`src/logic/pmw_pkg.sv`:
```
// pmw_pkg: constants shared by the paged memory-window mapper.
// assumes: imported by the decoder, translator and mapper files through pmw_pkg::*.
package pmw_pkg;

  localparam int unsigned PAGES_A = 8;
  localparam int unsigned PAGES_B = 4;

  // register indices; byte address is four times the index
  localparam logic [9:0] IDX_ROMCFG = 10'h065;
  localparam logic [9:0] IDX_EXT_HI = 10'h067;
  localparam logic [9:0] IDX_EXT23 = 10'h06C;
  localparam logic [9:0] IDX_BASEIO = 10'h06D;
  localparam logic [9:0] IDX_EXT_LO = 10'h06E;
  localparam logic [9:0] IDX_SETB_CTL = 10'h074;

  // field positions
  localparam int unsigned ROMCFG_SETA_EN_BIT = 6;
  localparam int unsigned SETB_REGION_BIT = 1;
  localparam int unsigned SETB_EN_BIT = 0;
  localparam int unsigned PAGE_EN_BIT = 7;
  localparam int unsigned BASE_SEL_LSB = 4;
  localparam int unsigned IO_SEL_LSB = 0;

  localparam logic [7:0] RST_BYTE = 8'h00;

  // window geometry: set A base in 16-Kbyte blocks, set B base in 64-Kbyte units
  localparam logic [9:0] SETA_BASE_BLK = 10'h0030;
  localparam logic [7:0] SETB_BASE_HI = 8'h0A;

  // page-register I/O base for page 0; bit 13 is the valid flag
  function automatic logic [13:0] io_base(input logic [3:0] code);
    logic [13:0] r;
    case (code)
      4'h0: r = {1'b1, 13'h0208};
      4'h1: r = {1'b1, 13'h0218};
      4'h5: r = {1'b1, 13'h0258};
      4'h6: r = {1'b1, 13'h0268};
      4'hA: r = {1'b1, 13'h02A8};
      4'hB: r = {1'b1, 13'h02B8};
      4'hE: r = {1'b1, 13'h02E8};
      default: r = 14'h0000;
    endcase
    return r;
  endfunction : io_base

endpackage : pmw_pkg

```
`src/logic/pmw_map_if.sv`:
```
// pmw_map_if: mapping state handed from the register block to the
// translator. assumes: one driver (top), one reader (translator).
`timescale 1ns/10ps
interface pmw_map_if;
  logic [3:0] base_sel;
  logic set_a_en;
  logic set_b_en;
  logic [7:0] page_a [8];
  logic [7:0] page_b [4];
  logic [7:0] ext23_a;
  logic [3:0] ext23_b;
  logic [7:0][1:0] ext2221_a;
  logic [3:0][1:0] ext2221_b;

  modport regs
  (
    output base_sel, set_a_en, set_b_en, page_a, page_b,
    output ext23_a, ext23_b, ext2221_a, ext2221_b
  );
  modport xlat
  (
    input base_sel, set_a_en, set_b_en, page_a, page_b,
    input ext23_a, ext23_b, ext2221_a, ext2221_b
  );
endinterface : pmw_map_if

```
`src/logic/pmw_io_dec.sv`:
```
// pmw_io_dec: decodes host I/O addresses onto page registers.
// assumes: purely combinational; caller registers what it needs.
`timescale 1ns/10ps
module pmw_io_dec
  import pmw_pkg::*;
(
  // select and address
  input wire logic [3:0] io_sel,
  input wire logic [15:0] io_addr,
  // result
  output logic hit,
  output logic [2:0] page
);

  logic [13:0] base;

  always_comb
  begin
    base = io_base(io_sel);
    // page n sits 2000h above page n-1, so bits 15:13 are the page
    hit = base[13] && (io_addr[12:0] == base[12:0]);
    page = io_addr[15:13];
  end

  // undefined select codes are checked in the clocked parent

endmodule : pmw_io_dec

```
`src/logic/pmw_xlat.sv`:
```
// pmw_xlat: turns a host memory address into the extended address.
// assumes: mem_req/mem_addr come from logic on pclk; answer 1 cycle on.
`timescale 1ns/10ps
module pmw_xlat
  import pmw_pkg::*;
(
  // clock, reset, enable
  input wire logic pclk,
  input wire logic presetn,
  input wire logic ce,
  // host memory cycle
  input wire logic mem_req,
  input wire logic [23:0] mem_addr,
  // mapping state
  pmw_map_if.xlat map,
  // result
  output logic xlat_valid_q,
  output logic xlat_hit_q,
  output logic [23:0] xlat_addr_q
);

  logic [9:0] offs;
  logic [2:0] pa;
  logic [1:0] pb;
  logic in_a;
  logic in_b;
  logic hit;
  logic [9:0] hi;
  logic xlat_valid_d;
  logic xlat_hit_d;
  logic [23:0] xlat_addr_d;

  always_comb
  begin
    offs = mem_addr[23:14] - (SETA_BASE_BLK + {6'h00, map.base_sel});
    in_a = offs < 10'(PAGES_A);
    pa = offs[2:0];
    in_b = mem_addr[23:16] == SETB_BASE_HI;
    pb = mem_addr[15:14];
    hit = 1'b0;
    hi = 10'h000;
    if (in_a)
    begin
      hit = map.set_a_en && map.page_a[pa][PAGE_EN_BIT];
      hi = {map.ext23_a[pa], map.ext2221_a[pa], map.page_a[pa][6:0]};
    end
    else if (in_b)
    begin
      hit = map.set_b_en && map.page_b[pb][PAGE_EN_BIT];
      hi = {map.ext23_b[pb], map.ext2221_b[pb], map.page_b[pb][6:0]};
    end
    xlat_valid_d = mem_req;
    xlat_hit_d = mem_req && hit;
    // untranslated cycles pass the processor address through
    xlat_addr_d = hit ? {hi, mem_addr[13:0]} : mem_addr;
    if (!mem_req)
      xlat_addr_d = xlat_addr_q;
  end

  always_ff @(posedge pclk or negedge presetn)
  begin
    if (!presetn)
    begin
      xlat_valid_q <= 1'b0;
      xlat_hit_q <= 1'b0;
      xlat_addr_q <= 24'h00_0000;
    end
    else if (ce)
    begin
      xlat_valid_q <= xlat_valid_d;
      xlat_hit_q <= xlat_hit_d;
      xlat_addr_q <= xlat_addr_d;
    end
  end
endmodule : pmw_xlat

```
`src/logic/pmw_mapper.sv`:
```
// pmw_mapper: paged memory-window mapper, APB registers, page-register
// I/O port and memory translation.
// assumes: host I/O and memory strobes are synchronous to pclk.
//
// Functional notes
// - bit 23 extension per page; high four for set A only.
// - low-page extension copies per set, chosen by set-B control bit 1.
// - set-A base code places eight windows from C0000h in 16K steps.
// - I/O select code gives page-0 base; page n at base plus n*2000h.
// - I/O write to decoded page address stores that window's page byte.
// - page byte bit 7 enables; bits 6 to 0 give A20 to A14.
// - set B fixed at 0A0000h with four 16K pages.
// - set A has pages 0 to 7, set B pages 0 to 3.
// - each set has a whole-region enable besides page enables.
// - set-A global enable low disables every set-A window.
// - bits 22:21 for pages 0 to 3, two bits per page.
// - set-A pages 4 to 7 bits 22:21 written with region bit set.
//
// Design decision made here: register access over APB.
`timescale 1ns/10ps
module pmw_mapper
  import pmw_pkg::*;
#(
  parameter int unsigned AW = 12
)
(
  // clock, reset, enable
  input wire logic pclk,
  input wire logic presetn,
  input wire logic ce,
  // apb slave
  input wire logic psel,
  input wire logic penable,
  input wire logic pwrite,
  input wire logic [AW-1:0] paddr,
  input wire logic [31:0] pwdata,
  input wire logic [3:0] pstrb,
  output logic [31:0] prdata,
  output logic pready,
  output logic pslverr,
  // host i/o cycles to page registers
  input wire logic io_wr,
  input wire logic io_rd,
  input wire logic [15:0] io_addr,
  input wire logic [7:0] io_wdata,
  output logic [7:0] io_rdata,
  output logic io_ack,
  // host memory cycles
  input wire logic mem_req,
  input wire logic [23:0] mem_addr,
  output logic xlat_valid,
  output logic xlat_hit,
  output logic [23:0] xlat_addr
);

  pmw_map_if map ();

  // register state
  logic seta_en_q, seta_en_d;
  logic [1:0] setb_ctl_q, setb_ctl_d;
  logic [7:0] base_io_q, base_io_d;
  logic [7:0] ext23_a_q, ext23_a_d;
  logic [3:0] ext23_b_q, ext23_b_d;
  logic [7:0] ext_hi_q, ext_hi_d;
  logic [7:0] ext_lo_a_q, ext_lo_a_d;
  logic [7:0] ext_lo_b_q, ext_lo_b_d;
  logic [7:0] page_a_q [8];
  logic [7:0] page_a_d [8];
  logic [7:0] page_b_q [4];
  logic [7:0] page_b_d [4];
  // bus answer
  logic pready_q, pready_d;
  logic pslverr_q, pslverr_d;
  logic [31:0] prdata_q, prdata_d;
  logic [7:0] io_rdata_q, io_rdata_d;
  logic io_ack_q, io_ack_d;

  logic [9:0] idx;
  logic wr_en;
  logic mapped;
  logic [7:0] rd_byte;
  logic region_a;
  logic dec_hit;
  logic [2:0] dec_page;
  logic io_to_a;

  pmw_io_dec u_dec
  (
    .io_sel(base_io_q[IO_SEL_LSB +: 4]),
    .io_addr(io_addr),
    .hit(dec_hit),
    .page(dec_page)
  );

  pmw_xlat u_xlat
  (
    .pclk(pclk),
    .presetn(presetn),
    .ce(ce),
    .mem_req(mem_req),
    .mem_addr(mem_addr),
    .map(map.xlat),
    .xlat_valid_q(xlat_valid),
    .xlat_hit_q(xlat_hit),
    .xlat_addr_q(xlat_addr)
  );

  // mapping state seen by the translator
  always_comb
  begin
    map.base_sel = base_io_q[BASE_SEL_LSB +: 4];
    map.set_a_en = seta_en_q;
    map.set_b_en = setb_ctl_q[SETB_EN_BIT];
    map.ext23_a = ext23_a_q;
    map.ext23_b = ext23_b_q;
    map.ext2221_a = {ext_hi_q, ext_lo_a_q};
    map.ext2221_b = ext_lo_b_q;
    for (int i = 0; i < PAGES_A; i++)
      map.page_a[i] = page_a_q[i];
    for (int i = 0; i < PAGES_B; i++)
      map.page_b[i] = page_b_q[i];
  end

  // apb decode and read mux
  always_comb
  begin
    idx = paddr[AW-1:2];
    region_a = setb_ctl_q[SETB_REGION_BIT];
    // one wait state: pready rises on the second access cycle
    wr_en = psel && penable && pready_q && pwrite && pstrb[0];
    mapped = 1'b1;
    rd_byte = RST_BYTE;
    case (idx)
      IDX_ROMCFG: rd_byte = {1'b0, seta_en_q, 6'h00};
      IDX_EXT_HI: rd_byte = ext_hi_q;
      IDX_EXT23: rd_byte = {ext23_a_q[7:4],
                            region_a ? ext23_a_q[3:0] : ext23_b_q};
      IDX_BASEIO: rd_byte = base_io_q;
      IDX_EXT_LO: rd_byte = region_a ? ext_lo_a_q : ext_lo_b_q;
      IDX_SETB_CTL: rd_byte = {6'h00, setb_ctl_q};
      default: mapped = 1'b0;
    endcase
    pready_d = psel && penable && !pready_q;
    pslverr_d = pready_d && !mapped;
    prdata_d = prdata_q;
    if (pready_d)
      prdata_d = (mapped && !pwrite) ? {24'h00_0000, rd_byte} : 32'h0000_0000;
  end

  // register next values; I/O writes and APB writes hit disjoint state
  always_comb
  begin
    seta_en_d = seta_en_q;
    setb_ctl_d = setb_ctl_q;
    base_io_d = base_io_q;
    ext23_a_d = ext23_a_q;
    ext23_b_d = ext23_b_q;
    ext_hi_d = ext_hi_q;
    ext_lo_a_d = ext_lo_a_q;
    ext_lo_b_d = ext_lo_b_q;
    if (wr_en)
    begin
      case (idx)
        IDX_ROMCFG: seta_en_d = pwdata[ROMCFG_SETA_EN_BIT];
        // guarded: the high pages belong to set A alone
        IDX_EXT_HI:
          if (region_a)
            ext_hi_d = pwdata[7:0];
        IDX_EXT23:
        begin
          ext23_a_d[7:4] = pwdata[7:4];
          if (region_a)
            ext23_a_d[3:0] = pwdata[3:0];
          else
            ext23_b_d = pwdata[3:0];
        end
        IDX_BASEIO: base_io_d = pwdata[7:0];
        IDX_EXT_LO:
          if (region_a)
            ext_lo_a_d = pwdata[7:0];
          else
            ext_lo_b_d = pwdata[7:0];
        IDX_SETB_CTL: setb_ctl_d = pwdata[1:0];
        default: ;
      endcase
    end
  end

  // page registers over the I/O port
  always_comb
  begin
    // pages 0..3 are shared addresses; the region bit picks the set
    io_to_a = dec_page[2] || setb_ctl_q[SETB_REGION_BIT];
    for (int i = 0; i < PAGES_A; i++)
      page_a_d[i] = page_a_q[i];
    for (int i = 0; i < PAGES_B; i++)
      page_b_d[i] = page_b_q[i];
    if (io_wr && dec_hit)
    begin
      if (io_to_a)
        page_a_d[dec_page] = io_wdata;
      else
        page_b_d[dec_page[1:0]] = io_wdata;
    end
    io_ack_d = (io_wr || io_rd) && dec_hit;
    io_rdata_d = io_rdata_q;
    if (io_rd && dec_hit)
      io_rdata_d = io_to_a ? page_a_q[dec_page] : page_b_q[dec_page[1:0]];
  end

  always_ff @(posedge pclk or negedge presetn)
  begin
    if (!presetn)
    begin
      seta_en_q <= 1'b0;
      setb_ctl_q <= 2'h0;
      base_io_q <= RST_BYTE;
      ext23_a_q <= RST_BYTE;
      ext23_b_q <= 4'h0;
      ext_hi_q <= RST_BYTE;
      ext_lo_a_q <= RST_BYTE;
      ext_lo_b_q <= RST_BYTE;
      for (int i = 0; i < PAGES_A; i++)
        page_a_q[i] <= RST_BYTE;
      for (int i = 0; i < PAGES_B; i++)
        page_b_q[i] <= RST_BYTE;
      pready_q <= 1'b0;
      pslverr_q <= 1'b0;
      prdata_q <= 32'h0000_0000;
      io_rdata_q <= RST_BYTE;
      io_ack_q <= 1'b0;
    end
    else if (ce)
    begin
      seta_en_q <= seta_en_d;
      setb_ctl_q <= setb_ctl_d;
      base_io_q <= base_io_d;
      ext23_a_q <= ext23_a_d;
      ext23_b_q <= ext23_b_d;
      ext_hi_q <= ext_hi_d;
      ext_lo_a_q <= ext_lo_a_d;
      ext_lo_b_q <= ext_lo_b_d;
      for (int i = 0; i < PAGES_A; i++)
        page_a_q[i] <= page_a_d[i];
      for (int i = 0; i < PAGES_B; i++)
        page_b_q[i] <= page_b_d[i];
      pready_q <= pready_d;
      pslverr_q <= pslverr_d;
      prdata_q <= prdata_d;
      io_rdata_q <= io_rdata_d;
      io_ack_q <= io_ack_d;
    end
  end

  always_comb
  begin
    prdata = prdata_q;
    pready = pready_q;
    pslverr = pslverr_q;
    io_rdata = io_rdata_q;
    io_ack = io_ack_q;
  end
endmodule : pmw_mapper

```
`config.mk`:
```
export PLATFORM = sky130hd
export DESIGN_NAME = pmw_mapper
export DESIGN_NICKNAME = d
export VERILOG_FILES = /design/src/logic/pmw_pkg.sv /design/src/logic/pmw_map_if.sv /design/src/logic/pmw_io_dec.sv /design/src/logic/pmw_xlat.sv /design/src/logic/pmw_mapper.sv
export SDC_FILE = /design/constraint.sdc
export NUM_CORES = 1
export LEC_CHECK = 0
export ABC_AREA = 0
export BUFFER_PORTS_ARGS = -buffer_cell sky130_fd_sc_hd__buf_4
export CORE_MARGIN = 3
export CORE_UTILIZATION = 45
export DETAILED_ROUTE_END_ITERATION = 10
export PLACE_DENSITY = 0.66
export SLEW_MARGIN = 10
export SYNTH_ARGS = -nofsm -noshare
export SYNTH_HDL_FRONTEND = slang
export SYNTH_HIERARCHICAL = 1
export SYNTH_SLANG_ARGS = --single-unit
export TNS_END_PERCENT = 30
```
`constraint.sdc`:
```
create_clock -name pclk -period 8.14 [get_ports pclk]
set_input_delay 0.407 -clock pclk [delete_from_list [all_inputs] [get_ports pclk]]
set_output_delay 0.407 -clock pclk [all_outputs]
set_load 0.02 [all_outputs]
```
==> flow_summary.ini, run 1 <==
[outcome]
status = complete, no violations

[sta]
slew_headroom_pct = 23.4
fmax_mhz = 302
tns_ns = 0
setup_slack_ns = 4.83
post-route-min-period_ns = 3.31
skew_ns = 0.0118
rsz0062_at_grt = false
finalHoldViolations = 0
fin_crit_sh_pct = 40.6
report.final.slew_viol_count = 0
worst_pin_slew_ns = 1.15
setup-violations-final = 0

[cts]
clock_latency_ns = 0.43
clock-sinks = 188
cts_buffer_depth = 2
htreeDepth = 4
postCtsHoldBufs = 0
post_cts_buffers = 0
ctsRootBufferMaster = clkbuf_16
cts_buffers = 17
tritoncts = yes
cts.clk_slew.worst_paths_ns = 0.08
cts_resized = 0

[die]
die_area_um2 = 24700
ioPinCount = 174
start_util_pct = 46.5
row_count = 54
die_h_um = 157
core_area_um2 = 22100
chipWidth_um = 157

[worst_setup_path]
r2r_start = base_io_q[4]
cp-end-kind = flip-flop
worstPathRequired_ns = 8.39
worstPathArrival_ns = 3.56
cp_max_fo = 22
start_kind = flip-flop
crit_type = flip-flop to flip-flop
reg2regPathDepth = 10
crit_end = u_xlat/xlat_addr_q[19]
r2r_slack_ns = 4.83
r2r-end = u_xlat/xlat_addr_q[19]
crit_start = base_io_q[4]

[logic_synthesis]
async_flop_share_pct = 100
yosysTopAreaCellShare_pct = 45.8
syn_inst = 813
netlist.top_cell.by_area = dfrtp_1
synth_edf_count = 0
ys_seq_area_share_pct = 45.8
syn_avg_cell_area_um2 = 12.6
synth_cell_types = 64
yosysWarnings = 6
synthesis.area_um2 = 10300
synth-seq-cells = 188
synthFlopType = dfrtp_1
synth_area_leaders = dfrtp_1, mux2_2, mux4_2

[route]
drt_pre_antenna_iters = 5
wl_per_cell_um = 22.0
ant_nets = 0
num_vias = 7102
drcViolationCount = 0
viasPerCell = 5.94
drt-total-wl_um = 26300
drt_iter0_markers = 716

[finish]
fillers = 1921
ff_latch_area_um2 = 4700
syn_to_final_growth_pct = 14.7
antennaDiodeCount = 0
drive_above_1_share_pct = 40.1
multi_input_area_um2 = 5150
finalNetCount = 1012
utilization_pct = 53.3

[pwr]
ir_worst_vdd_mv = 0.140
intPower_mw = 1.44
netSwitchingFraction_pct = 26.8
p_clk_share_pct = 40.7
static-leakage-power_nw = 5.52
seqPwrFrac_pct = 48.8
comb_power_share_pct = 10.4
powerDensity_nw_per_um2 = 167
power_switching_mw = 0.526

[grt]
grt_util_met3_pct = 3.85
busiest_layer = met2
grt_use_total_pct = 21.6
antenna_found_initial = 0
grt_pass1_vias = 7000
grt-ovfl-total = 0
use_met1_pct = 32.3
grt_max_degree = 114
grt_pass1_wl_um = 40900
met2_usage_pct = 33.4

[place]
dp_slack_ns = 4.49
io_buffers = 120
gp_congestion = 0.820
dp_hpwl_um = 18000

[flow_run]
maxCapViolCount = 0

[worst_hold_path]
hp-class = input port to async pin
==> worst max-delay path: stages, from the launching register on <==
cell,delay (ns)
dfrtp_1,0.37
ha_1,0.18
inv_1,0.06
fa_1,0.49
buf_4,0.36
mux4_2,0.34
mux2_4,0.17
nand2_2,0.06
nor4_4,0.74
mux2i_1,0.27
a211oi_1,0.09
==> registers in the layout, summed over array words and instances, names as in the netlist <==
name,count
base_io_q,8
ext23_a_q,8
ext23_b_q,4
ext_hi_q,8
ext_lo_a_q,8
ext_lo_b_q,8
io_ack,1
io_rdata,8
map.page_a,64
map.page_b,32
map.set_a_en,1
prdata,8
pready,1
pslverr,1
setb_ctl_q,2
u_xlat/xlat_addr_q,24
u_xlat/xlat_hit_q,1
u_xlat/xlat_valid_q,1
==> cell families after synthesis <==
family	count (synthesis)	synth area share, %
AOI/OAI and AO/OA	92	6.14
xor gates and xnor gates	3	0.256
adders and majority gates	5	0.682
buffers and inverters	93	4.87
DFF	188	45.8
muxes	235	31.7
other	1	0.0365
and+or+nand+nor	196	10.5
==> power by group through the flow <==
stage          Combinational [mW]  Clock [mW]  Sequential, mW
2_1_floorplan              0.0917           0           0.998
3_3_place_gp                0.204           0           0.977
3_5_place_dp                0.206           0           0.977
4_1_cts                     0.206       0.815           0.959
5_1_grt                     0.222       0.857           0.961
6_report                    0.205       0.800           0.959
==> worst min path at each step <==
stage | endpoint | slack [ns] | start
after detailed placement | u_xlat/xlat_addr_q[6] | 0.47 | u_xlat/xlat_addr_q[6]
after global placement | u_xlat/xlat_addr_q[11] | 0.46 | u_xlat/xlat_addr_q[11]
after global routing | io_rdata[1] | 0.13 | presetn
after floorplan | base_io_q[0] | 0.11 | presetn
after CTS | map.page_a[25] | 0.12 | presetn
final | map.page_a[25] | 0.08 | presetn
==> layer usage <==
layer / wire length (um) / part of all wire (%)
met5: 0 / 0
met4: 227 / 0.86
met3: 1480 / 5.6
met2: 12500 / 47
met1: 12100 / 46
==> cell usage after synthesis, drive strengths merged (2+ instances only) <==
library cell  instances
a211oi               11
a21oi                11
a221oi               10
a31oi                 8
a32oi                 3
and2                  4
and3                 10
buf                  49
clkbuf               30
dfrtp               188
ha                    4
inv                  13
mux2                149
mux2i                34
mux4                 52
nand2                70
nand2b                7
nand3                 6
nand3b               11
nand4                 3
nand4b                3
nand4bb               2
nor2                 30
nor2b                 5
nor3                 18
nor3b                 5
nor4                 13
nor4b                 2
o211ai                2
o21ai                25
o22ai                 5
o2bb2ai               3
o32ai                 5
or3                   2
or4bb                 2
xnor2                 2
==> cells in the final DEF (no fill, tap or decap), types with 8 or more instances in the layout <==
| master | n |
|---|---|
| mux2_4 | 9 |
| mux4_2 | 44 |
| nor4_1 | 10 |
| conb_1 | 24 |
| a211oi_1 | 11 |
| mux2_2 | 140 |
| o21ai_0 | 25 |
| nor3_1 | 15 |
| mux4_1 | 8 |
| inv_1 | 13 |
| nand3b_1 | 11 |
| dfrtp_1 | 188 |
| buf_4 | 125 |
| a31oi_1 | 8 |
| a21oi_1 | 11 |
| nand2_1 | 69 |
| and3_1 | 10 |
| mux2i_1 | 34 |
| clkbuf_16 | 17 |
| a221oi_1 | 10 |
| nor2_1 | 27 |
==> area by class of cell <==
type | instances | area share (%)
timing repair buffer | 126 | 8.08
tap | 280 | 2.97
sequential | 188 | 39.9
clock inverter | 14 | 1.08
multi-input combinational | 555 | 43.7
clock buffer | 18 | 3.73
inverter | 14 | 0.446
==> stage by stage <==
step | hold WS, ns | cells | total power, mW | area [um^2]
after global routing | 0.126 | 1195 | 2.04 | 11800
after floorplan | 0.111 | 836 | 1.09 | 10400
after CTS | 0.122 | 1195 | 1.98 | 11800
after global placement | 0.461 | 1163 | 1.18 | 11200
final | 0.0801 | 1195 | 1.96 | 11800
after detailed placement | 0.468 | 1163 | 1.18 | 11200
Power figures use the tool's default switching activity.
==> inputs of run 2 (changes only) <==
==> constraint.sdc (replaced) <==
create_clock -name pclk -period 3.2 [get_ports pclk]
set_input_delay 0.16 -clock pclk [delete_from_list [all_inputs] [get_ports pclk]]
set_output_delay 0.16 -clock pclk [all_outputs]
set_load 0.02 [all_outputs]
==> run 2 against run 1 <==
  * Flip-flop and latch count stayed put
  * Largest cell class unchanged
  * Register-to-register slack worse by 4.6 ns
  * Cell area is 3.1% higher
  * Sequential power grew to 2.5 times the previous value
  * Critical path depth is 1 lower
  * Die area stayed put
  * Via count is 1.5% higher
  * Power grew to 2.6 times the previous value
  * Clock power grew to 2.6 times the previous value
  * Critical endpoint is now u_xlat/xlat_addr_q[22]
  * Clock skew is 0.00078 ns lower
  * Setup slack worse by 4.6 ns
  * Hold slack worse by 0.067 ns
==> flow_summary.ini, run 2 (synthesis gave the netlist of run 1 again) <==
[cts]
cts.clk_slew.worst_paths_ns = 0.07
ctsRootBufferMaster = clkbuf_16
htreeDepth = 4
clock-sinks = 188
cts_buffers = 17
tritoncts = yes
cts_buffer_depth = 2
clock_latency_ns = 0.44

[worst_hold_path]
hold_path_depth = 2
min_from = pwdata[2]
whs_endpoint = ext_hi_q[2]
hp-class = input port to flip-flop

[sta]
tns_ns = 0
rsz0062_at_grt = false
slew_headroom_pct = 50.1
post-route-min-period_ns = 3.00
hold-worst-slack_ns = 0.0132
report.final.slew_viol_count = 0
skew_ns = 0.0110
worst_pin_slew_ns = 0.749
fin_crit_sh_pct = 93.8
setup-violations-final = 0
finalHoldViolations = 0
fmax_mhz = 333

[place]
gp_congestion = 0.856
dp.cells = 1184
dp_hpwl_um = 18600
io_buffers = 120

[finish]
largest_reg_flops = 64
layout_commonest_cell = dfrtp_1
drive_above_1_share_pct = 40.7
finalNetCount = 1050
layout_common_cells = dfrtp_1, buf_4, mux2_2
syn_to_final_growth_pct = 18.3
multi_input_area_um2 = 5150
antennaDiodeCount = 0
fillers = 1871
final_cells = 1233
ff_latch_area_um2 = 4700

[worst_setup_path]
cp_cell_sequence = ha_1 > inv_1 > fa_1 > buf_4 > mux4_1 > mux2i_1 > nor4_1 > a211oi_1 > nor4_2
max_stage_delay_ns = 0.69
critPathTopFamily = adder cells
crit_slowest_cell = fa_1
worstPathArrival_ns = 3.31
critPathBufInv = 2
r2r_start = base_io_q[4]
crit_type = flip-flop to flip-flop
r2r_slack_ns = 0.20
worstPathRequired_ns = 3.51
start_kind = flip-flop
cp-end-kind = flip-flop
reg2regPathDepth = 9
cp_max_fo = 12
r2r-end = u_xlat/xlat_addr_q[22]

[die]
die_h_um = 157
ioPinCount = 174
start_util_pct = 46.5
chipWidth_um = 157
die_area_um2 = 24700
row_count = 54
core_area_um2 = 22100

[grt]
grt_pass1_vias = 7114
grt_pass1_wl_um = 41000
antenna_found_initial = 0
grt_max_degree = 94
grt-ovfl-total = 0
grt_use_total_pct = 21.3

[flow_run]
maxCapViolCount = 0

[route]
num_vias = 7208
wl_per_cell_um = 21.1
wl_met2_um = 12300
ant_nets = 0
top_layer = met4
wl_met3_um = 1310
drt-met1-wl_um = 12200
drt_pre_antenna_iters = 5
drcViolationCount = 0
viasPerCell = 5.85
drt-total-wl_um = 26000
drt_iter0_markers = 537

[pwr]
static-leakage-power_nw = 5.71
ir_worst_vdd_mv = 0.326
powerDensity_nw_per_um2 = 419
p_total_mw = 5.09

[outcome]
status = complete, no violations
==> run 2: timing repair <==
item,in CTS,in global routing
setup buffers,0,1
setup endpoints to repair,0,6
resized for setup,0,0
hold endpoints to repair,85,0
hold buffers,16,0
==> run 2: final cells by class <==
| class | instances | share of cell area, % |
|---|---|---|
| Clock inverter | 13 | 1.18 |
| Tap cell | 280 | 2.88 |
| Timing Repair Buffer | 164 | 10.7 |
| Inverter | 14 | 0.432 |
| Multi-Input combinational cell | 555 | 42.4 |
| Sequential cell | 188 | 38.7 |
| Clock buffer | 19 | 3.65 |
==> run 2: stage by stage <==
step | area (um^2) | util (%) | setup slack (ns)
5_1_grt | 12200 | 55.0 | 0.0948
4_1_cts | 12100 | 54.9 | 0.186
3_5_place_dp | 11400 | 51.5 | 0.195
3_3_place_gp | 11400 | 51.5 | 0.244
6_report | 12200 | 55.0 | 0.199
2_1_floorplan | 10400 | - | 0.525
==> run 2: worst max-delay path by stage <==
stage                  from                      to  slack (ns)  cells after the start
2_1_floorplan  mem_addr[14]  u_xlat/xlat_addr_q[19]        0.52                     10
3_3_place_gp   base_io_q[4]  u_xlat/xlat_addr_q[17]        0.24                      9
3_5_place_dp   base_io_q[4]  u_xlat/xlat_addr_q[17]        0.19                      9
4_1_cts        base_io_q[4]  u_xlat/xlat_addr_q[19]        0.19                      9
5_1_grt        base_io_q[1]          map.page_a[58]        0.09                      8
6_report       base_io_q[4]  u_xlat/xlat_addr_q[22]        0.20                      9
==> run 2: per-layer routing <==
layer	vias up	GRT usage [%]
li1	3256	-
met4	0	4.05
met3	18	3.82
met5	-	0
met2	211	33.7
met1	3723	31.4
==> run 2: power breakdown <==
group          switching, mW  internal (mW)
registers             0.0232           2.42
clock network           1.03           1.07
logic                  0.332          0.216
total                   1.38           3.70
==> inputs of run 3 (changes only) <==
==> constraint.sdc (replaced) <==
create_clock -name pclk -period 3.2 [get_ports pclk]
set_input_delay 0.48 -clock pclk [delete_from_list [all_inputs] [get_ports pclk]]
set_output_delay 0.48 -clock pclk [all_outputs]
set_load 0.01 [all_outputs]
==> run 3 against run 2 <==
  * Power rose by 1.9%
  * Sequential power barely moved
  * Final cell count fell by 0.97%
  * Fmax rose by 3.7%
  * Critical path depth fell by 1
  * Setup slack improved by 0.11 ns
  * Cell area fell by 0.64%
  * Clock-buffer cell count fell by 2
  * Combinational power fell by 11%
  * Core utilization fell by 0.35 points
  * Critical path type unchanged
==> flow_summary.ini, run 3 (synthesis gave the netlist of run 1 again) <==
[route]
ant_nets = 0
drcViolationCount = 0
num_vias = 7140
viasPerCell = 5.85
wl_per_cell_um = 21.2
drt_pre_antenna_iters = 4
drt_iter0_markers = 452
drt-total-wl_um = 25900

[worst_setup_path]
worstPathRequired_ns = 3.52
cpMostUsedCell = a211oi_1
critPathBufInv = 2
cp_max_fo = 12
cp_cell_sequence = ha_1 > inv_1 > fa_1 > buf_4 > mux4_2 > mux2_2 > a211oi_1 > a211oi_1
crit_type = flip-flop to flip-flop
max_stage_delay_ns = 0.67
cp-end-kind = flip-flop
crit_slowest_cell = fa_1
start_kind = flip-flop
critPathTopFamily = adder cells
worstPathArrival_ns = 3.21

[worst_hold_path]
hp-class = input port to async pin

[grt]
grt_pass1_vias = 7005
grt-ovfl-total = 0
antenna_found_initial = 0
grt_use_total_pct = 21.3
grt_pass1_wl_um = 40700
grt_max_degree = 75

[die]
start_util_pct = 46.5
row_count = 54
core_area_um2 = 22100
die_area_um2 = 24700
ioPinCount = 174
die_h_um = 157
chipWidth_um = 157

[finish]
finalNetCount = 1038
antennaDiodeCount = 0
layout_commonest_cell = dfrtp_1
layout_common_cells = dfrtp_1, buf_4, mux2_2
final_area_um2 = 12100
largest_reg_flops = 64
drive_above_1_share_pct = 41.8
syn_to_final_growth_pct = 17.5

[pwr]
powerDensity_nw_per_um2 = 429
static-leakage-power_nw = 5.68
ir_worst_vdd_mv = 0.300
p_total_mw = 5.18

[place]
io_buffers = 120
dp_hpwl_um = 18800
dp_slack_ns = -0.107
gp_congestion = 0.843
place_area_um2 = 11400

[sta]
report.final.slew_viol_count = 0
slew_headroom_pct = 51.2
skew_ns = 0.0152
fin_crit_sh_pct = 90.5
hold-worst-slack_ns = 0.0120
rsz0062_at_grt = false
finalHoldViolations = 0
post-route-min-period_ns = 2.90
tns_ns = 0
setup_slack_ns = 0.305
worst_pin_slew_ns = 0.733
setup-violations-final = 0
fmax_mhz = 345

[cts]
ctsRootBufferMaster = clkbuf_16
clock_latency_ns = 0.45
cts_buffer_depth = 2
cts_resized = 0
clock-sinks = 188
cts.clk_slew.worst_paths_ns = 0.09
htreeDepth = 4
tritoncts = yes
cts_buffers = 17

[flow_run]
maxCapViolCount = 0

[outcome]
status = complete, no violations
[run 3: changes by cell type in the layout (fill, tap and decap cells not counted), sizes merged]
cell | before | now
clkbuf | 20 | 18
inv | 22 | 20
buf | 147 | 151
clkinvlp | 0 | 1
clkinv | 5 | 7
bufinv | 0 | 1
dlygate4sd3 | 16 | 0
[run 3: cell type report]
cell class | instances | area, um^2
Inverter | 14 | 52.6
Sequential cell | 188 | 4700
Fill cell | 1862 | 10000
Multi-Input combinational cell | 555 | 5150
Timing Repair Buffer | 152 | 1170
Clock inverter | 15 | 214
Clock buffer | 17 | 425
Tap cell | 280 | 350
[run 3: routing by layer]
layer / vias up / global-route usage, % / share of wire (%) / routed length (um)
met1: 3689 / 32.2 / 48 / 12400
met4: 0 / 4.38 / 0.98 / 255
li1: 3243 / - / - / -
met2: 191 / 32.4 / 46 / 11900
met3: 17 / 4.04 / 5.4 / 1390
met5: - / 0 / 0 / 0
[run 3: worst register-to-register path, stage by stage, from the launching register on]
cell,delay (ns)
dfrtp_1,0.39
ha_1,0.19
inv_1,0.06
fa_1,0.67
buf_4,0.30
mux4_2,0.52
mux2_2,0.32
a211oi_1,0.25
a211oi_1,0.07
[run 3: repair_timing]
item	CTS	global route
setup endpoints to repair	0	10
hold buffers	0	0
buffers inserted	0	1
[run 3: worst paths after layout]
| path | start | to | slack (ns) | cells after the start |
|---|---|---|---|---|
| worst min-delay path | presetn | map.page_a[8] | 0.01 | 1 |
| worst min register to register | u_xlat/xlat_addr_q[9] | u_xlat/xlat_addr_q[9] | 0.48 | 2 |
| worst max register to register | base_io_q[4] | u_xlat/xlat_addr_q[17] | 0.30 | 8 |
| worst max-delay path | base_io_q[4] | u_xlat/xlat_addr_q[17] | 0.30 | 8 |
| max in group asynchronous | presetn | map.page_a[31] | 2.34 | 2 |
| min in group pclk | mem_addr[9] | u_xlat/xlat_addr_q[9] | 0.22 | 3 |
[run 3: where the power goes]
part | internal [mW] | switching, mW
combinational | 0.202 | 0.284
sequential | 2.42 | 0.0240
clock | 1.15 | 1.10
[run 3: per-stage QoR]
stage	utilization [%]	cells
global route	54.6	1221
detailed placement	51.7	1188
finish	54.6	1221
floorplan	-	836
CTS	54.6	1220
global placement	51.7	1188
